$ cat src/rtl/arb_consts.vh
`ifndef ARB_CONSTS_VH
`define ARB_CONSTS_VH

// ==========================================================
// Bus phase divider
// Two system clocks make one bus clock: rise phase, then fall phase
`define BUS_CLK_DIV 2
`define SYS_CLK_MHZ 10

// ==========================================================
// Negation lead before a pin floats, in tenths of a bus cycle
`define NEG_LEAD_TENTHS 15
// Least time, rounded up to system cycles
`define NEG_LEAD_TICKS ((`NEG_LEAD_TENTHS * `BUS_CLK_DIV + 9) / 10)

// ==========================================================
// Grant codes for the internal requesters
`define GRANT_NONE 2'h0
`define GRANT_REFRESH 2'h1
`define GRANT_DMA 2'h2
`define GRANT_CPU 2'h3

// ==========================================================
// Reset levels of the pins
`define RST_GRANT_N 1'b1
`define RST_REQUEST_N 1'b1

`endif

$ cat src/rtl/pin_sync.v
`timescale 1ns/10ps
// ==========================================================
// Two-flop synchroniser for asynchronous pins
module pin_sync #(
	parameter WIDTH = 3,
	parameter [WIDTH-1:0] INIT = 3'h7
) (
	clock,
	sys_rst,
	pins,
	synced
);
	input wire clock;
	input wire sys_rst;
	input wire [WIDTH-1:0] pins;
	output reg [WIDTH-1:0] synced;

	reg [WIDTH-1:0] meta_q;

	// First stage feeds only the second stage
	always @(posedge clock) begin
		if (sys_rst) begin
			meta_q <= INIT;
			synced <= INIT;
		end else begin
			meta_q <= pins;
			synced <= meta_q;
		end
	end
endmodule // pin_sync

$ cat src/rtl/external_bus_arbitration.v
// Overview of operation
// Master holds bus until release request low, then grants after current cycle ends.
// Release request high returns bus; master negates grant and resumes.
// Released master floats bus pins except clock enable, grant, DMA acknowledges.
// Before release, memory precharge finishes; open SDRAM banks get precharge command.
// Grant at fall, address/data float next rise, controls float next fall.
// Signals to float are negated at least 1.5 bus cycles beforehand.
// Arbitration inputs are sampled on the falling bus edge.
// Release request negated at fall: grant negated, controls driven, address next rise.
// Refresh with no waiting access negates grant; refresh waits for request negation.
// Refresh with a waiting access keeps grant; access runs first, then refresh.
// Outside requester should return bus within the refresh interval.
// Slave starts released and must win arbitration before any external access.
// Slave asserts bus request in step with a falling edge.
// Slave sees acknowledge at fall, drives controls negated, address/data at next rise.
// Slave negates request half cycle after end, floats address, then controls.
// Slave ignores refresh but still waits for precharge before release.
// Partial-share mode: strapped master plus enable bit; only shared space arbitrated.
// Software programs latency two higher when buffers latch the shared SDRAM.
// Partial-share: request at fall, acknowledge at falls, access next rise, negate after.
// Outside buffer control follows request, not acknowledge.
// Slow buffers: outside logic delays request one clock into release request.
// Partial-share release waits auto-precharge; no own precharge, no shared refresh.
// Priority: refresh, external requester, DMA, then processor core.
// No release inside cache fill, 16-byte DMA block, or test-and-set pair.
`timescale 1ns/10ps
`include "arb_consts.vh"

module external_bus_arbitration (
	clock,
	sys_rst,
	mode_slave_pin,
	partial_share_enable,
	bus_release_request_n,
	bus_acknowledge_n,
	cpu_req,
	dma_req,
	refresh_req,
	req_shared,
	cycle_active,
	bus_lock,
	banks_open,
	precharge_done,
	auto_precharge_done,
	cke_in,
	dma_acknowledge_0_in,
	dma_acknowledge_1_in,
	bus_grant_n,
	bus_request_n,
	addr_data_oe,
	control_oe,
	control_negate,
	precharge_cmd,
	grant_pulse,
	grant_code,
	sdram_cke,
	dma_acknowledge_0,
	dma_acknowledge_1
);
	input wire clock;
	input wire sys_rst;
	input wire mode_slave_pin;
	input wire partial_share_enable;
	input wire bus_release_request_n;
	input wire bus_acknowledge_n;
	input wire cpu_req;
	input wire dma_req;
	input wire refresh_req;
	input wire req_shared;
	input wire cycle_active;
	input wire bus_lock;
	input wire banks_open;
	input wire precharge_done;
	input wire auto_precharge_done;
	input wire cke_in;
	input wire dma_acknowledge_0_in;
	input wire dma_acknowledge_1_in;
	output reg bus_grant_n;
	output reg bus_request_n;
	output reg addr_data_oe;
	output reg control_oe;
	output reg control_negate;
	output reg precharge_cmd;
	output reg grant_pulse;
	output reg [1:0] grant_code;
	output reg sdram_cke;
	output reg dma_acknowledge_0;
	output reg dma_acknowledge_1;

	// ==========================================================
	// States
	localparam [3:0] ST_OWN = 4'h0;
	localparam [3:0] ST_PREP = 4'h1;
	localparam [3:0] ST_GNT_A = 4'h2;
	localparam [3:0] ST_GNT_B = 4'h3;
	localparam [3:0] ST_REL = 4'h4;
	localparam [3:0] ST_RETAKE = 4'h5;
	localparam [3:0] ST_SIDLE = 4'h6;
	localparam [3:0] ST_SWAIT = 4'h7;
	localparam [3:0] ST_SSTART = 4'h8;
	localparam [3:0] ST_SBUSY = 4'h9;
	localparam [3:0] ST_SEND1 = 4'ha;
	localparam [3:0] ST_SEND2 = 4'hb;
	localparam [3:0] ST_SEND3 = 4'hc;
	localparam integer LEAD_WIDE = `NEG_LEAD_TICKS;
	localparam [1:0] LEAD_TICKS = LEAD_WIDE[1:0];

	// Fixed priority among internal requesters
	function [1:0] pick;
		input rf;
		input dm;
		input cp;
		begin
			if (rf)
				pick = `GRANT_REFRESH;
			else if (dm)
				pick = `GRANT_DMA;
			else if (cp)
				pick = `GRANT_CPU;
			else
				pick = `GRANT_NONE;
		end
	endfunction

	// ==========================================================
	// Pin synchronisers and bus phase
	wire [2:0] synced;
	wire release_req_n;
	wire ack_n;
	wire strap_slave;
	reg phase_q;
	reg rel_n_q;
	wire rise_en;
	wire fall_en;

	// Strap idles at slave so nothing drives before the strap is known
	pin_sync #(.WIDTH(3), .INIT(3'h7)) u_sync (
		.clock(clock),
		.sys_rst(sys_rst),
		.pins({mode_slave_pin, bus_acknowledge_n, bus_release_request_n}),
		.synced(synced)
	);

	assign release_req_n = synced[0];
	assign ack_n = synced[1];
	assign strap_slave = synced[2];
	// Arbitration pins are only looked at in the fall phase
	assign rise_en = ~phase_q;
	assign fall_en = phase_q;

	always @(posedge clock) begin
		if (sys_rst) begin
			phase_q <= 1'b0;
			rel_n_q <= 1'b1;
		end else begin
			phase_q <= ~phase_q;
			if (fall_en)
				rel_n_q <= release_req_n;
		end
	end

	// ==========================================================
	// Mode strap, caught once after reset release
	reg strap_taken_q;
	reg [1:0] settle_q;
	reg mode_slave_q;
	wire psm;

	// Strap is trusted only after it has crossed both sync stages
	always @(posedge clock) begin
		if (sys_rst) begin
			strap_taken_q <= 1'b0;
			settle_q <= 2'h0;
			mode_slave_q <= 1'b1;
		end else if (!strap_taken_q) begin
			settle_q <= settle_q + 2'h1;
			strap_taken_q <= (settle_q == 2'h2);
			mode_slave_q <= strap_slave;
		end
	end

	assign psm = ~mode_slave_q & partial_share_enable;

	// ==========================================================
	// Arbitration state machine
	reg [3:0] state_q;
	reg [1:0] lead_q;
	reg pre_ok_q;
	reg pre_sent_q;
	reg ref_seen_q;
	reg ref_after_q;
	wire access_pend;
	wire refresh_eff;
	wire defer_ref;
	wire slave_pend;
	wire free;

	assign access_pend = cpu_req | dma_req;
	// Slave never refreshes; refresh never targets the shared space
	assign refresh_eff = refresh_req & ~mode_slave_q;
	assign defer_ref = ref_after_q & access_pend;
	assign slave_pend = psm ? (access_pend & req_shared) : access_pend;
	assign free = ~cycle_active & ~grant_pulse & ~bus_lock;

	always @(posedge clock) begin
		if (sys_rst) begin
			state_q <= ST_OWN;
			bus_grant_n <= `RST_GRANT_N;
			bus_request_n <= `RST_REQUEST_N;
			addr_data_oe <= 1'b0;
			control_oe <= 1'b0;
			control_negate <= 1'b1;
			precharge_cmd <= 1'b0;
			grant_pulse <= 1'b0;
			grant_code <= `GRANT_NONE;
			lead_q <= 2'h0;
			pre_ok_q <= 1'b0;
			pre_sent_q <= 1'b0;
			ref_seen_q <= 1'b0;
			ref_after_q <= 1'b0;
		end else if (!strap_taken_q) begin
			// Slave comes out of reset released, master takes the bus
			state_q <= strap_slave ? ST_SIDLE : ST_OWN;
			addr_data_oe <= ~strap_slave;
			control_oe <= ~strap_slave;
		end else begin
			grant_pulse <= 1'b0;
			precharge_cmd <= 1'b0;
			if (control_negate && lead_q != LEAD_TICKS)
				lead_q <= lead_q + 2'h1;
			else if (!control_negate)
				lead_q <= 2'h0;
			case (state_q)
			ST_OWN: begin
				if (rise_en && free) begin
					if (refresh_eff && !defer_ref) begin
						grant_pulse <= 1'b1;
						grant_code <= `GRANT_REFRESH;
						ref_after_q <= 1'b0;
					end else if (!psm && !rel_n_q) begin
						state_q <= ST_PREP;
						control_negate <= 1'b1;
						pre_ok_q <= ~banks_open;
						pre_sent_q <= 1'b0;
					end else if (psm && access_pend && req_shared) begin
						state_q <= ST_SIDLE;
					end else if (access_pend) begin
						grant_pulse <= 1'b1;
						grant_code <= pick(1'b0, dma_req, cpu_req);
					end
				end
			end
			ST_PREP: begin
				if (banks_open && !pre_sent_q) begin
					precharge_cmd <= 1'b1;
					pre_sent_q <= 1'b1;
				end
				if (precharge_done)
					pre_ok_q <= 1'b1;
				if (fall_en && pre_ok_q && lead_q == LEAD_TICKS) begin
					bus_grant_n <= 1'b0;
					state_q <= ST_GNT_A;
				end
			end
			ST_GNT_A: begin
				if (rise_en) begin
					addr_data_oe <= 1'b0;
					state_q <= ST_GNT_B;
				end
			end
			ST_GNT_B: begin
				if (fall_en) begin
					control_oe <= 1'b0;
					state_q <= ST_REL;
					ref_seen_q <= 1'b0;
				end
			end
			ST_REL: begin
				if (fall_en) begin
					if (release_req_n) begin
						bus_grant_n <= 1'b1;
						control_oe <= 1'b1;
						state_q <= ST_RETAKE;
					end else if (refresh_eff && !ref_seen_q) begin
						ref_seen_q <= 1'b1;
						ref_after_q <= access_pend;
						if (!access_pend)
							bus_grant_n <= 1'b1;
					end
				end
			end
			ST_RETAKE: begin
				if (rise_en) begin
					addr_data_oe <= 1'b1;
					control_negate <= 1'b0;
					state_q <= ST_OWN;
				end
			end
			ST_SIDLE: begin
				if (fall_en && slave_pend) begin
					bus_request_n <= 1'b0;
					state_q <= ST_SWAIT;
				end
			end
			ST_SWAIT: begin
				if (fall_en && !ack_n) begin
					control_oe <= 1'b1;
					control_negate <= 1'b1;
					state_q <= ST_SSTART;
				end
			end
			ST_SSTART: begin
				if (rise_en) begin
					addr_data_oe <= 1'b1;
					control_negate <= 1'b0;
					grant_pulse <= 1'b1;
					grant_code <= pick(1'b0, dma_req, cpu_req);
					pre_ok_q <= ~banks_open;
					pre_sent_q <= psm;
					state_q <= ST_SBUSY;
				end
			end
			ST_SBUSY: begin
				if (!cycle_active && !grant_pulse && !bus_lock) begin
					if (banks_open && !pre_sent_q) begin
						precharge_cmd <= 1'b1;
						pre_sent_q <= 1'b1;
					end
					if ((psm && auto_precharge_done) || (!psm && precharge_done))
						pre_ok_q <= 1'b1;
					if (rise_en && pre_ok_q) begin
						control_negate <= 1'b1;
						state_q <= ST_SEND1;
					end
				end
			end
			ST_SEND1: begin
				if (fall_en) begin
					bus_request_n <= 1'b1;
					state_q <= psm ? ST_OWN : ST_SEND2;
					if (psm)
						control_negate <= 1'b0;
				end
			end
			ST_SEND2: begin
				if (fall_en) begin
					addr_data_oe <= 1'b0;
					state_q <= ST_SEND3;
				end
			end
			ST_SEND3: begin
				if (fall_en) begin
					control_oe <= 1'b0;
					state_q <= ST_SIDLE;
				end
			end
			default: state_q <= ST_OWN;
			endcase
		end
	end

	// ==========================================================
	// Pins that stay driven while the bus is away
	always @(posedge clock) begin
		if (sys_rst) begin
			sdram_cke <= 1'b0;
			dma_acknowledge_0 <= 1'b0;
			dma_acknowledge_1 <= 1'b0;
		end else begin
			sdram_cke <= cke_in;
			dma_acknowledge_0 <= dma_acknowledge_0_in;
			dma_acknowledge_1 <= dma_acknowledge_1_in;
		end
	end
endmodule // external_bus_arbitration

$ cat config.mk
export PLATFORM = sky130hd
export DESIGN_NAME = external_bus_arbitration
export DESIGN_NICKNAME = d
export VERILOG_FILES = /design/src/rtl/pin_sync.v /design/src/rtl/external_bus_arbitration.v
export VERILOG_INCLUDE_DIRS = /design/src /design/src/rtl
export SDC_FILE = /design/constraint.sdc
export NUM_CORES = 1
export LEC_CHECK = 0
export BUFFER_PORTS_ARGS = -buffer_cell sky130_fd_sc_hd__buf_2
export CORE_ASPECT_RATIO = 0.9
export CORE_MARGIN = 5
export CORE_UTILIZATION = 56
export DETAILED_ROUTE_END_ITERATION = 10
export PLACE_DENSITY = 0.79
export RECOVER_POWER = 100
export SLEW_MARGIN = 10
export SYNTH_ARGS = -nofsm -noshare
export SYNTH_HDL_FRONTEND = slang
export SYNTH_SLANG_ARGS = --single-unit
$ cat constraint.sdc
create_clock -name clock -period 2.6 [get_ports clock]
set_input_delay 0.26 -clock clock [delete_from_list [all_inputs] [get_ports clock]]
set_output_delay 0.26 -clock clock [all_outputs]
set_load 0.05 [all_outputs]
==> impl_metrics.ini <==
[worst_setup_path]
worst_r2r_path_depth = 6
cp_slowest_cell = dfxtp_1
reg2reg_from = state_q[1]
endpoint_kind = register
critPathKind = reg2reg
crit_chain = nor2b_1 -> mux2i_1 -> o21ai_1 -> a2111oi_4 -> a41oi_1 -> a21oi_1
cp_max_fo = 21
cp.arrival_ns = 2.58
slowest_delay_ns = 0.79
crit_required_ns = 2.82
r2r-end = state_q[1]
start_kind = register
ff2ff_setup_slack_ns = 0.25

[worst_hold_path]
hold_start = bus_release_request_n
hold_class = in2reg
hold_depth = 2
hold_path_end = u_sync.meta_q[0]

[drt]
drt_first_pass_iters = 5
via_per_inst = 6.22
routed_wl_mm = 5.16
vias = 1978
drtIter0Drc = 295
post-route-drc-count = 0
wl_per_cell_um = 16.2
ant_nets = 0

[global_routing]
first_global_vias = 1765
grt_overflow = 0
antenna_found_initial = 0
grt_util_met1 = 0.318
grt_pass1_wl_mm = 8.58
grtUsageMet3 = 0.0471
track_usage = 0.236
busiest_layer = met2
use_met2 = 0.363
grt_max_degree = 33

[cells_and_area]
final_util = 0.653
multi_input_area_um2 = 1150
final_cell_mix = dfxtp_1, nor2_1, nand2_1
drive_above_1_share = 0.150
final_common_cell = dfxtp_1
area_growth_pct = 12.5
fin_nets = 294
nFillCells = 325
fin_cells = 318
diodes = 0
seq_area_um2 = 681
design_area_um2 = 2190

[die]
die-height_um = 65.9
rows = 20
die_x_um = 72.1
start_util = 0.580
core_area_um2 = 3350
ios = 30
die-area_um2 = 4750

[synthesis]
yosysUniqueCellTypes = 52
synthMuxAreaShare = 0.0360
synth_xor_area_frac = 0.00450
syn_inst = 246
synthSimpleGateAreaFrac = 0.286
synth-seq-area-share = 0.350
async_flop_share = 0
ys_ff_latch = 34
yosysWarnings = 0
synth_top_family_by_area = simple AND/OR/NAND/NOR gates
synth_area_um2 = 1950
syn_nets = 266
synth-edff-count = 0
avgSynthCellArea_um2 = 7.91
synth_compound_area_frac = 0.254
synth-adder-area-share = 0.0129
synth_ff_type = dfxtp_1

[cts]
cts_setup_buffers = 0
postCtsResizedCells = 0
root_buffer = clkbuf_8
cts.path.max_buffers = 2
cts-htree-levels = 2
hold_buffers = 0
numCtsBuffers = 5
cts_tree = yes
clk_pin_slew_worst_paths_ns = 0.07
insertion_delay_ns = 0.29
clock_sinks = 34

[pwr]
p_leak_uw = 0.000795
p_int_uw = 970
p_comb_frac = 0.359
pwr-share-seq = 0.409
swShare = 0.396
powerDensity_nw_per_um2 = 734
vdd.ir_drop.worst_mv = 0.469
power_frac_clock = 0.232
p_switching_uw = 635

[placed_design]
io_buffers = 29
gp_congestion = 1.01
dp_cells = 311
place_area_um2 = 2140
hpwlAfterDp_mm = 3.71

[sta]
min_period_over_period = 0.905
setup_tns_ns = 0
slew_violations = 0
post-route-min-period_ns = 2.35
hold_viol = 0
setup_viol = 0
final.setup_skew_ns = 0.00700
rsz0062_at_grt = no
clock.fmax_mhz = 425
whs_ns = 0.147
tightest_slew_ns = 0.845
max_slew_margin = 0.437

[run_status]
outcome = completed

[flow_run]
maxCapViolCount = 0
per-stage QoR:
step                total power (µW)  worst slack [ns]
floorplan                       1090             0.577
global route                    1710            0.0730
finish                          1610             0.247
global placement                1240             0.346
CTS                             1620             0.288
detailed placement              1250             0.293
critical path, delay by kind of cell (launching register included):
kind / cells / cell delay, ns
flops: 1 / 0.79
simple gates: 1 / 0.24
mux: 1 / 0.19
compound gates: 4 / 1.05
layer usage:
metal / share of wire / vias to the layer above
li1: - / 953
met1: 0.43 / 921
met2: 0.46 / 93
met3: 0.089 / 11
met4: 0.020 / 0
met5: 0 / -
state kept, by name (all words and copies together), names as in the netlist, 2 cells and up:
register / cells
u_sync.meta_q: 3
state_q: 4
lead_q: 2
grant_code: 2
u_sync.synced: 3
settle_q: 2
synthesized netlist by cell type (2+ instances only):
master	number	area [µm²]
o21ai_0	11	55.1
nand2b_1	7	43.8
inv_1	9	33.8
nor4_1	2	12.5
a22oi_1	6	45.0
o22ai_1	5	31.3
dfxtp_1	34	681
a211o_1	3	26.3
nand2_1	22	82.6
clkbuf_1	12	45.0
nand3_1	4	20.0
nor3_1	11	55.1
or2_2	6	37.5
o31a_1	2	17.5
nand4_1	3	18.8
nand4b_1	2	17.5
and3_1	2	12.5
a31oi_1	2	12.5
nor2b_1	12	75.1
a221oi_1	2	17.5
ha_1	2	25.0
a211oi_1	5	37.5
o21ai_1	5	25.0
o211ai_1	4	30.0
nor2_1	22	82.6
or3_1	3	18.8
buf_2	2	10.0
a21oi_1	16	80.1
mux2i_1	7	70.1
kinds of logic after synthesis:
group,Yosys count
AO/OA/AOI/OAI,72
flip-flops,34
buffers and inverters,26
XOR/XNOR,1
multiplexers,7
AND/OR/NAND/NOR,104
adder cells (fa/ha/maj),2
power by group through the flow:
stage | logic, µW | clock network, µW | registers [µW]
2_1_floorplan | 422 | 0 | 670
3_3_place_gp | 575 | 0 | 661
3_5_place_dp | 582 | 0 | 664
4_1_cts | 585 | 383 | 653
5_1_grt | 643 | 406 | 664
6_report | 577 | 372 | 656
worst max-delay path by stage:
stage,startpoint,to,slack [ns],cells past startpoint
after CTS,state_q[1],state_q[0],0.29,6
after detailed placement,state_q[1],state_q[0],0.29,6
after global routing,state_q[1],state_q[0],0.07,6
final,state_q[1],state_q[1],0.25,6
after global placement,state_q[1],state_q[0],0.35,6
after floorplan,grant_pulse,control_negate,0.58,5
layout make-up:
type / instances / area share
Clock inverter: 2 / 0.00457
Timing Repair Buffer: 38 / 0.0852
Clock buffer: 5 / 0.0314
Inverter: 9 / 0.0154
Tap cell: 44 / 0.0252
Sequential cell: 34 / 0.311
Multi-Input combinational cell: 186 / 0.527
No activity file was read; power rests on OpenSTA's default activity.
